==> config.mk <==
export PLATFORM = sky130hd
export DESIGN_NAME = led_pwm_unit
export DESIGN_NICKNAME = d
export VERILOG_FILES = /design/src/core/led_pwm_pkg.sv /design/src/core/led_pwm_unit.sv /design/src/core/led_pwm_timebase.sv
export SDC_FILE = /design/constraint.sdc
export NUM_CORES = 1
export LEC_CHECK = 0
export ABC_AREA = 1
export BUFFER_PORTS_ARGS = -buffer_cell sky130_fd_sc_hd__buf_2
export CORE_MARGIN = 3
export CORE_UTILIZATION = 57
export CTS_BUF_LIST = sky130_fd_sc_hd__clkbuf_4
export CTS_CLUSTER_DIAMETER = 120
export CTS_CLUSTER_SIZE = 16
export DETAILED_ROUTE_END_ITERATION = 7
export PLACE_DENSITY_LB_ADDON = 0.12
export SLEW_MARGIN = 20
export SYNTH_ARGS = -nofsm -noshare
export SYNTH_HDL_FRONTEND = slang
export SYNTH_HIERARCHICAL = 1
export SYNTH_SLANG_ARGS = --single-unit
==> constraint.sdc <==
create_clock -name mclk -period 5.5 [get_ports mclk]
set_input_delay 0.55 -clock mclk [delete_from_list [all_inputs] [get_ports mclk]]
set_output_delay 0.55 -clock mclk [all_outputs]
set_load 0.01 [all_outputs]
==> src/core/led_pwm_pkg.sv <==
package led_pwm_pkg;
  localparam int CHANNELS = 16;
  localparam int DUTY_W = 8;
  localparam int IDX_W = 18;
  // register indices; byte address is four times the index
  localparam logic [IDX_W-1:0] CONFIG_IDX = 18'h0A04C;
  localparam logic [IDX_W-1:0] CLOCK_SCALE_IDX = 18'h0A04D;
  localparam logic [IDX_W-1:0] SYNC_FLAGS_IDX = 18'h0A04E;
  localparam logic [IDX_W-1:0] TRIGGER_PTR_IDX = 18'h0A04F;
  localparam logic [IDX_W-1:0] DUTY_BASE_IDX = 18'h0A0A0;
  // led_pwm_config fields
  localparam int CFG_ENABLE_BIT = 7;
  localparam int CFG_MODE_BIT = 6;
  localparam int CFG_GROUPED_BIT = 4;
  localparam int CFG_TRIG_IE_BIT = 1;
  localparam int CFG_ZERO_IE_BIT = 0;
  // led_pwm_sync_and_flags fields
  localparam int INT_SYNC_BIT = 7;
  localparam int INT_TRIG_BIT = 1;
  localparam int INT_ZERO_BIT = 0;
  // reset values
  localparam logic [7:0] CONFIG_RESET = 8'h00;
  localparam logic [7:0] CLOCK_SCALE_RESET = 8'h00;
  localparam logic [7:0] SYNC_FLAGS_RESET = 8'h00;
  localparam logic [7:0] TRIGGER_PTR_RESET = 8'h00;
  localparam logic [7:0] DUTY_RESET = 8'h00;
  localparam logic [7:0] COUNT_TOP = 8'hFF;
endpackage : led_pwm_pkg

==> src/core/led_pwm_unit.sv <==
// Overview of operation
// - one 8-bit counter, sixteen compared outputs
// - even channels left-aligned, odd right-aligned
// - shadow duty loads at cycle start while running, every mclk while stopped
// - grouped mode loads all only after sync while running; stopped, it loads every mclk
// - sync write applies duties next cycle
// - hardware clears sync after the transfer
// - trigger flag sticky until software clears
// - zero flag sticky until software clears
// - clock scale field divides counter tick
// - trigger pointer selects trigger event count
//
// Our own choice: the APB register port.
`timescale 1ns/1ps
module led_pwm_unit
  import led_pwm_pkg::*;
#(
  parameter int ADDR_W = 20
)
(
  input wire logic mclk,
  input wire logic sys_rst,
  input wire logic psel,
  input wire logic penable,
  input wire logic pwrite,
  input wire logic [ADDR_W-1:0] paddr,
  input wire logic [31:0] pwdata,
  output logic [31:0] prdata,
  output logic pready,
  output logic pslverr,
  output logic [CHANNELS-1:0] pwm_out,
  output logic irq
);
  if (ADDR_W < IDX_W + 2)
  begin : g_addr_check
    $error("ADDR_W too narrow for the register map");
  end

  logic [7:0] config_reg;
  logic [7:0] clock_scale_reg;
  logic [7:0] trigger_pointer_reg;
  logic sync_reg;
  logic sync_next;
  logic trigger_flag_reg;
  logic trigger_flag_next;
  logic zero_flag_reg;
  logic zero_flag_next;
  logic running_reg;
  logic running_next;
  logic [DUTY_W-1:0] shadow_reg [CHANNELS];
  logic [DUTY_W-1:0] active_reg [CHANNELS];
  logic [CHANNELS-1:0] pwm_out_reg;
  logic [CHANNELS-1:0] pwm_out_next;
  logic irq_reg;
  logic [31:0] prdata_reg;
  logic pready_reg;
  logic pslverr_reg;

  // apb decode; one wait state, commit on the pready edge
  wire [IDX_W-1:0] idx = paddr[IDX_W+1:2];
  // shift rather than part-select: no upper bits exist at the minimum width
  wire aligned = (paddr[1:0] == 2'b00) && ((paddr >> (IDX_W + 2)) == '0);
  wire hit_config = aligned && (idx == CONFIG_IDX);
  wire hit_scale = aligned && (idx == CLOCK_SCALE_IDX);
  wire hit_int = aligned && (idx == SYNC_FLAGS_IDX);
  wire hit_trig = aligned && (idx == TRIGGER_PTR_IDX);
  wire hit_duty = aligned && (idx[IDX_W-1:4] == DUTY_BASE_IDX[IDX_W-1:4]);
  wire [3:0] duty_sel = idx[3:0];
  wire mapped = hit_config || hit_scale || hit_int || hit_trig || hit_duty;
  wire access_start = psel && penable && !pready_reg;
  wire commit = psel && penable && pready_reg;
  wire wr_commit = commit && pwrite && mapped;
  wire wr_config = wr_commit && hit_config;
  wire wr_scale = wr_commit && hit_scale;
  wire wr_int = wr_commit && hit_int;
  wire wr_trig = wr_commit && hit_trig;
  wire wr_duty = wr_commit && hit_duty;

  wire [7:0] int_view = {sync_reg, 5'b00000, trigger_flag_reg, zero_flag_reg};
  wire [7:0] duty_view = shadow_reg[duty_sel];
  wire [7:0] read_mux = hit_config ? config_reg :
                        hit_scale ? clock_scale_reg :
                        hit_int ? int_view :
                        hit_trig ? trigger_pointer_reg :
                        hit_duty ? duty_view : 8'h00;
  wire [7:0] config_wmask = 8'hD3;

  // time base
  logic tick;
  logic wrap;
  logic [7:0] count;

  led_pwm_timebase u_timebase (
    .mclk(mclk),
    .sys_rst(sys_rst),
    .run(running_reg),
    .scale(clock_scale_reg),
    .tick(tick),
    .wrap(wrap),
    .count(count)
  );

  wire enable = config_reg[CFG_ENABLE_BIT];
  wire grouped = config_reg[CFG_GROUPED_BIT];
  wire [7:0] count_inc = count + 8'h01;
  wire zero_event = running_reg && wrap;
  wire trigger_event = running_reg && tick && (count_inc == trigger_pointer_reg);
  // while stopped duty writes pass straight through so the first cycle is right
  wire cycle_load = running_reg ? (wrap && (!grouped || sync_reg)) : 1'b1;

  // the cycle always completes before stopping, avoiding a truncated pulse
  assign running_next = running_reg ? !(wrap && !enable) : enable;

  // set by software, cleared once the load happens; a new write wins
  assign sync_next = (wr_int && pwdata[INT_SYNC_BIT]) ? 1'b1 :
                     (cycle_load ? 1'b0 : sync_reg);
  // software clears a flag by writing zero; a same-cycle event wins
  assign trigger_flag_next = trigger_event ? 1'b1 :
                             ((wr_int && !pwdata[INT_TRIG_BIT]) ? 1'b0 : trigger_flag_reg);
  assign zero_flag_next = zero_event ? 1'b1 :
                          ((wr_int && !pwdata[INT_ZERO_BIT]) ? 1'b0 : zero_flag_reg);

  genvar ch;
  generate
    for (ch = 0; ch < CHANNELS; ch++)
    begin : g_chan
      wire [8:0] right_sum = {1'b0, count} + {1'b0, active_reg[ch]};
      wire right_on = right_sum[8];
      wire left_on = count < active_reg[ch];
      if (ch % 2 == 0)
      begin : g_left
        assign pwm_out_next[ch] = running_reg && left_on;
      end
      else
      begin : g_right
        assign pwm_out_next[ch] = running_reg && right_on;
      end

      always_ff @(posedge mclk)
      begin
        if (sys_rst)
        begin
          shadow_reg[ch] <= DUTY_RESET;
          active_reg[ch] <= DUTY_RESET;
        end
        else
        begin
          if (wr_duty && duty_sel == 4'(ch))
            shadow_reg[ch] <= pwdata[7:0];
          if (cycle_load)
            active_reg[ch] <= shadow_reg[ch];
        end
      end
    end
  endgenerate

  always_ff @(posedge mclk)
  begin
    if (sys_rst)
    begin
      config_reg <= CONFIG_RESET;
      clock_scale_reg <= CLOCK_SCALE_RESET;
      trigger_pointer_reg <= TRIGGER_PTR_RESET;
    end
    else
    begin
      if (wr_config)
        config_reg <= pwdata[7:0] & config_wmask;
      if (wr_scale)
        clock_scale_reg <= pwdata[7:0];
      if (wr_trig)
        trigger_pointer_reg <= pwdata[7:0];
    end
  end

  always_ff @(posedge mclk)
  begin
    if (sys_rst)
    begin
      sync_reg <= SYNC_FLAGS_RESET[INT_SYNC_BIT];
      trigger_flag_reg <= SYNC_FLAGS_RESET[INT_TRIG_BIT];
      zero_flag_reg <= SYNC_FLAGS_RESET[INT_ZERO_BIT];
      running_reg <= 1'b0;
      pwm_out_reg <= '0;
      irq_reg <= 1'b0;
    end
    else
    begin
      sync_reg <= sync_next;
      trigger_flag_reg <= trigger_flag_next;
      zero_flag_reg <= zero_flag_next;
      running_reg <= running_next;
      pwm_out_reg <= pwm_out_next;
      irq_reg <= (trigger_flag_reg && config_reg[CFG_TRIG_IE_BIT]) ||
                 (zero_flag_reg && config_reg[CFG_ZERO_IE_BIT]);
    end
  end

  always_ff @(posedge mclk)
  begin
    if (sys_rst)
    begin
      prdata_reg <= 32'h00000000;
      pready_reg <= 1'b0;
      pslverr_reg <= 1'b0;
    end
    else
    begin
      pready_reg <= access_start;
      if (access_start)
      begin
        prdata_reg <= {24'h000000, read_mux};
        pslverr_reg <= !mapped;
      end
      else if (commit)
      begin
        prdata_reg <= 32'h00000000;
        pslverr_reg <= 1'b0;
      end
    end
  end

  assign prdata = prdata_reg;
  assign pready = pready_reg;
  assign pslverr = pslverr_reg;
  assign pwm_out = pwm_out_reg;
  assign irq = irq_reg;

  a_left_even_out: assert property (@(posedge mclk) disable iff (sys_rst)
    running_reg && $past(running_reg) |-> pwm_out_reg[0] == ($past(count) < $past(active_reg[0])))
    else $error("channel 0 not left aligned");

  a_right_odd_out: assert property (@(posedge mclk) disable iff (sys_rst)
    running_reg && $past(running_reg) && $past(active_reg[1]) != 8'h00 && $past(count) == 8'hFF
      |-> pwm_out_reg[1])
    else $error("channel 1 not high at end of period");

  a_right_zero_duty: assert property (@(posedge mclk) disable iff (sys_rst)
    $past(active_reg[1]) == 8'h00 |-> !pwm_out_reg[1])
    else $error("zero duty produced a pulse");

  a_active_holds: assert property (@(posedge mclk) disable iff (sys_rst)
    running_reg && !wrap |=> $stable(active_reg[2]))
    else $error("active duty changed mid cycle");

  a_grouped_wait: assert property (@(posedge mclk) disable iff (sys_rst)
    running_reg && grouped && !sync_reg |=> $stable(active_reg[3]))
    else $error("grouped mode loaded without sync");

  a_sync_clears: assert property (@(posedge mclk) disable iff (sys_rst)
    running_reg && wrap && sync_reg && !wr_int |=> !sync_reg)
    else $error("sync not cleared after load");

  a_trig_sets: assert property (@(posedge mclk) disable iff (sys_rst)
    trigger_event |=> trigger_flag_reg)
    else $error("trigger flag not set");

  a_zero_sticky: assert property (@(posedge mclk) disable iff (sys_rst)
    zero_flag_reg && !wr_int |=> zero_flag_reg)
    else $error("zero flag dropped without software");

  a_irq_cause: assert property (@(posedge mclk) disable iff (sys_rst)
    irq_reg |-> $past(trigger_flag_reg && config_reg[CFG_TRIG_IE_BIT]) ||
                $past(zero_flag_reg && config_reg[CFG_ZERO_IE_BIT]))
    else $error("interrupt without enabled flag");

  a_idle_low: assert property (@(posedge mclk) disable iff (sys_rst)
    !running_reg && !$past(running_reg) |-> pwm_out_reg == '0)
    else $error("outputs not low while stopped");

  a_stop_at_wrap: assert property (@(posedge mclk) disable iff (sys_rst)
    $fell(running_reg) |-> $past(wrap))
    else $error("stopped before cycle end");

  a_tick_spacing: assert property (@(posedge mclk) disable iff (sys_rst)
    tick && clock_scale_reg == 8'h01 ##1 running_reg && clock_scale_reg == 8'h01 |-> !tick)
    else $error("tick spacing wrong for scale 1");

  a_apb_ready: assert property (@(posedge mclk) disable iff (sys_rst)
    access_start |=> pready_reg ##1 !pready_reg)
    else $error("pready not a one cycle answer");
endmodule : led_pwm_unit

==> src/core/led_pwm_timebase.sv <==
`timescale 1ns/1ps
module led_pwm_timebase
  import led_pwm_pkg::*;
(
  input wire logic mclk,
  input wire logic sys_rst,
  input wire logic run,
  input wire logic [7:0] scale,
  output logic tick,
  output logic wrap,
  output logic [7:0] count
);
  logic [7:0] pre_reg;
  logic [7:0] pre_next;
  logic [7:0] count_reg;
  logic [7:0] count_next;

  // division by scale+1; scale 0 advances every mclk
  assign tick = run && (pre_reg >= scale);
  assign wrap = tick && (count_reg == COUNT_TOP);
  assign pre_next = (!run || tick) ? 8'h00 : pre_reg + 8'h01;
  assign count_next = !run ? 8'h00 : (tick ? count_reg + 8'h01 : count_reg);
  assign count = count_reg;

  always_ff @(posedge mclk)
  begin
    if (sys_rst)
    begin
      pre_reg <= 8'h00;
      count_reg <= 8'h00;
    end
    else
    begin
      pre_reg <= pre_next;
      count_reg <= count_next;
    end
  end
endmodule : led_pwm_timebase

==> metrics, run 1 <==
Startpoint Class register; CP max-delay cell nand2_4; Core Util, Final 61.4%; most area-consuming cells after synthesis edfxtp_1 (46%), nor2_1 (9.5%), ha_1 (9.2%); reg2reg setup slack 1.98 ns; Fin Clk Skew 0.0465 ns; #FFs+latches synth 324; synthesis-to-finish area growth 5.71%; critical-path cell list inv_1 > ha_1 > nand2_1 > nand2_1 > nand2_1 > nand2_1 > nand2_2 > nand3_4 > nand3_1 > nor2_1 > o21ai_0 > nand2_1 > nand2_4 > buf_4 > nor2_1; Post-CTS Setup Inserts 0; HP Class in -> reg; Adder-Cell Fraction of Synth Area 9.19%; Max stage delay on crit path 0.73 ns; synthesized area per cell 9.31 um2; most frequent cell after synthesis nor2_1; hold path endpoint zero_flag_reg$_SDFFE_PP0P_; Vias 12200; crit path max fanout 82; drt total wl 39800 um; cell family with most CP delay simple AND/OR/NAND/NOR gates; Final Cycle Share 64.1%; Final Setup Violations 0; share of post-route cells with drive strength above 1 10.2%; CTS Sinks 324; leakage power 0.00819 uW; hold buffer count at CTS 0; critical path class reg -> reg; Hold Path Stages 3; Critical Path AT 4.00 ns; worst skew pair latency 0.72 ns; Final Max Slew Viols 0; Critical R2R Launch clock_scale_reg[1]$_SDFFE_PP0P_; Worst IR Drop VDD 0.212 mV; async set-reset flop share out of synthesis 0%; Clock Tree Buf Depth 3; post-synthesis xor/xnor area fraction 0.680%; clock-pin slew on the worst setup and hold paths 0.17 ns; RSZ-0062 raised after global routing false; worst reg2reg endpoint active_reg[1][33]$_SDFFCE_PN0P_; Iteration-0 DRC Markers 1161; hold_sp pwdata[0]; CTS tree done; Max Cap Viol 0; CTS buffer count 24; Compound-Gate Fraction of Synth Area 7.86%; Synth warnings 6; crit path buf inv count 2; fin nets 2031; post-synthesis sequential area ratio 54.0%; Power Density 233 mW/mm2; row count 62; antenna violations before repair 2; Setup TNS 0 ns; most numerous cell on the critical path nand2_1; die height 177 um; pin count of the biggest net entering global routing 83; Initial Utilization 58.1%; Pwr Total 4120 uW; Synth top cells by count nor2_1 (422), edfxtp_1 (256), inv_1 (253); mux contribution to synthesized area 0%; total congestion overflow 0; Antenna Nets Post-Route 0; Placer Congestion 0.932; DIE AREA 0.0315 mm2; Mapped Cells 1799; via density per instance 5.41; WP data required 5.98 ns; slew at the pin with the worst max-slew slack 1.09 ns; first-pass GRT wire length 62100 um; status completed; DRC 0; Setup crit end kind register; count of input and output buffers 59; Chip Width 177 um; Final Hold Violating Endpoints 0; I/O pins 108; vias in the first global route 11800; largest area contributor in the synthesized netlist edfxtp_1; HPWL Detailed 26500 um; Post-synth EDFFs 256; reg2reg path depth 15; CTS Root Cell clkbuf_4; Placeable Area 0.0289 mm2; Distinct cells, synth 50; post-CTS sizing 0; GRT Util Overall 25.5%; Synth Area in Simple Gates 19.6%; Tmin final 3.52 ns; Primary FF master, synth edfxtp_1; main combinational cell family by area after synthesis simple AND/OR/NAND/NOR gates; mapped cell area 0.0168 mm2; Worst slew margin 26.6%; DR WL/cell 17.7 um; FMAX 284 MHz; depth of the CTS H-tree 1; DRT Pass-1 Iters 5; top cell type's share of synthesized area 45.9%
[worst register-to-register path: cells and delay by family (launching register included)]
family	cells	cell delay (ns)
flops	1	0.42
fa+ha+maj	1	0.34
simple gates	11	1.72
buf+inv	2	0.66
compound gates	1	0.17
[cells in the final DEF, fill, tap and decap left out, types with 31 or more instances in the layout]
master / n
o21ai_0: 47
nand2_1: 238
buf_2: 59
ha_1: 123
edfxtp_1: 256
a21oi_1: 127
inv_1: 252
clkbuf_4: 43
nor2_1: 422
nand3_1: 31
dfxtp_1: 68
[report_power, final]
part           internal [uW]  switching [uW]  leakage (uW)  total [uW]
clock                    353             760      0.000205        1110
combinational           74.0             221       0.00459         295
sequential              2690            22.3       0.00340        2710
[kinds of logic after synthesis]
family / Yosys count
adder cells (fa/ha/maj): 123
XOR/XNOR: 13
AND/OR/NAND/NOR: 760
buffers and inverters: 343
AO/OA/AOI/OAI: 235
other: 1
flip-flops: 324
[final cells by class]
| class | instances | area [um2] |
|---|---|---|
| Clock buffer | 43 | 323 |
| Inverter | 266 | 1000 |
| Multi-Input combinational cell | 1155 | 6370 |
| Antenna cell | 2 | 5.00 |
| Fill cell | 2553 | 11100 |
| Tap cell | 384 | 480 |
| Sequential cell | 324 | 9050 |
| Timing Repair Buffer | 80 | 465 |
| Clock inverter | 1 | 16.3 |
[worst max-delay path by stage]
| stage | startpoint | cells past startpoint | to |
|---|---|---|---|
| floorplan | clock_scale_reg[7]$_SDFFE_PP0P_ | 9 | active_reg[0][0]$_SDFFCE_PN0P_ |
| global placement | paddr[2] | 6 | shadow_reg[8][4]$_SDFFCE_PN0P_ |
| detailed placement | paddr[2] | 6 | shadow_reg[12][6]$_SDFFCE_PN0P_ |
| CTS | clock_scale_reg[1]$_SDFFE_PP0P_ | 15 | active_reg[1][6]$_SDFFCE_PN0P_ |
| global route | clock_scale_reg[1]$_SDFFE_PP0P_ | 15 | active_reg[1][10]$_SDFFCE_PN0P_ |
| finish | clock_scale_reg[1]$_SDFFE_PP0P_ | 15 | active_reg[1][33]$_SDFFCE_PN0P_ |
[per-layer routing]
layer | up-vias | global-route usage (%) | wire (um)
met3 | 80 | 3.25 | 2700
met5 | - | 0 | 12
met4 | 2 | 7.85 | 1180
met2 | 434 | 43.4 | 18900
li1 | 5927 | - | -
met1 | 5747 | 34.3 | 17100
[per-stage QoR]
| stage | setup WS [ns] | instance area (um2) | instances | hold slack, ns |
|---|---|---|---|---|
| finish | 1.98 | 17700 | 2255 | 0.0885 |
| global route | 1.67 | 17700 | 2255 | 0.0692 |
| CTS | 1.94 | 17700 | 2253 | 0.0306 |
| detailed placement | 1.88 | 17400 | 2209 | 0.457 |
| global placement | 1.96 | 17400 | 2209 | 0.443 |
| floorplan | 1.47 | 16800 | 1822 | 0.430 |
No activity file was read; power rests on OpenSTA's default activity.
==> run 2: changes to the inputs <==
- clock period: 5.5 -> 3.1 ns (I/O delays scaled with it)
==> run 2 against run 1 <==
Compared with the run above: clock power increased by 77%; clock skew decreased by 0.0017 ns; critical path depth rose by 2; critical path type unchanged; critical endpoint is now trigger_flag_reg$_SDFFE_PP0P_.
==> metrics, run 2 (synthesis results as in run 1) <==
leakage power 0.00841 uW; placed insts 2239; Antenna Nets Post-Route 0; Worst slew margin 28.0%; pin count of the biggest net entering global routing 33; commonest non-fill, non-tap cell in the layout nor2_1; worst skew pair latency 0.73 ns; Final Setup Violations 0; Startpoint Class register; CTS Root Cell clkbuf_4; total congestion overflow 0; Placer Congestion 0.902; Max Cap Viol 0; Placeable Area 0.0289 mm2; DRC 0; vias in the first global route 12000; drt total wl 40100 um; Pwr Total 7330 uW; RSZ-0062 raised after global routing false; Critical Path AT 3.55 ns; Fin Clk Skew 0.0448 ns; status completed; Final Max Slew Viols 0; CTS tree done; die height 177 um; I/O pins 108; Power Density 405 mW/mm2; Chip Width 177 um; post-route cell area 0.0181 mm2; antenna violations before repair 2; CTS buffer count 24; Tmin final 2.87 ns; Worst IR Drop VDD 0.374 mV; clock-pin slew on the worst setup and hold paths 0.17 ns; critical path class reg -> reg; Setup crit end kind register; first-pass GRT wire length 63100 um; DR WL/cell 17.5 um; crit path max fanout 14; commonest cells after routing, fill and taps aside nor2_1 (422), edfxtp_1 (256), inv_1 (252); DIE AREA 0.0315 mm2; Setup TNS 0 ns; Initial Utilization 58.1%; depth of the CTS H-tree 1; Final Hold Violating Endpoints 0; DRT Pass-1 Iters 5; FMAX 348 MHz; WP data required 3.78 ns; count of input and output buffers 59; Clock Tree Buf Depth 3; HPWL Detailed 27800 um; Finished Layout Cells 2290; share of post-route cells with drive strength above 1 11.7%; Vias 12300; fin nets 2067; Post-DP Area 0.0177 mm2; GRT Util Overall 25.9%; slew at the pin with the worst max-slew slack 1.07 ns; row count 62; Iteration-0 DRC Markers 989; synthesis-to-finish area growth 7.95%; via density per instance 5.36; CTS Sinks 324; Final Cycle Share 92.6%; HP Class in -> reg
[run 2: worst paths after layout]
| path | from | endpoint | slack (ns) | cells after the start |
|---|---|---|---|---|
| worst min register to register | prdata[3]$_SDFFE_PP0P_ | prdata[3]$_SDFFE_PP0P_ | 0.48 | 2 |
| worst max-delay path | clock_scale_reg[7]$_SDFFE_PP0P_ | trigger_flag_reg$_SDFFE_PP0P_ | 0.23 | 17 |
| worst min-delay path | penable | prdata[6]$_SDFFE_PP0P_ | 0.07 | 4 |
| worst max register to register | clock_scale_reg[7]$_SDFFE_PP0P_ | trigger_flag_reg$_SDFFE_PP0P_ | 0.23 | 17 |
[run 2: through the flow]
step	setup slack, ns	utilization (%)	hold slack [ns]
2_1_floorplan	0.0230	-	0.379
3_3_place_gp	0.523	61.3	0.445
3_5_place_dp	0.456	61.3	0.451
4_1_cts	0.183	62.6	0.0401
5_1_grt	0.00835	62.7	0.109
6_report	0.229	62.7	0.0741
[run 2: final cells by class]
class | count | area, um2
inverters | 266 | 1000
flip-flops and latches | 324 | 9050
clock buffers | 43 | 323
fillers | 2511 | 10800
well taps | 384 | 480
repair buffers | 116 | 842
multi-input cells | 1155 | 6370
diodes | 1 | 2.50
clock inverters | 1 | 16.3
[run 2: critical path: stages (launching register included)]
cell and delay [ns]:
dfxtp_1 0.39, inv_1 0.06, ha_1 0.30, nand2_2 0.08
nor2_4 0.15, nand4_4 0.11, nand3_4 0.11, buf_6 0.17
nand2_1 0.08, inv_1 0.08, o211a_1 0.14, nand3_1 0.06
nor2_1 0.08, o21ai_0 0.10, nor3_1 0.16, nand2_1 0.09
a21oi_1 0.13, dlygate4sd3_1 0.56
[run 2: repair_timing]
item,4_1_cts,5_1_grt
resized for setup,0,2
hold buffers,6,0
buffers inserted,0,0
hold endpoints to repair,14,0
setup endpoints to repair,0,1
[run 2: power by group]
| part | total (uW) | switching, uW | leakage (uW) | internal [uW] |
|---|---|---|---|---|
| Sequential | 4810 | 40.0 | 0.00341 | 4770 |
| Clock | 1960 | 1340 | 0.000205 | 627 |
| Combinational | 557 | 398 | 0.00480 | 159 |
| Total | 7330 | 1780 | 0.00841 | 5560 |
[run 2: metal layers]
layer | up-vias | track usage [%] | wire [um]
met1 | 5749 | 35.2 | 16800
li1 | 6007 | - | -
met5 | - | 0 | 7
met3 | 80 | 2.57 | 2630
met2 | 443 | 44.0 | 19300
met4 | 2 | 7.92 | 1250
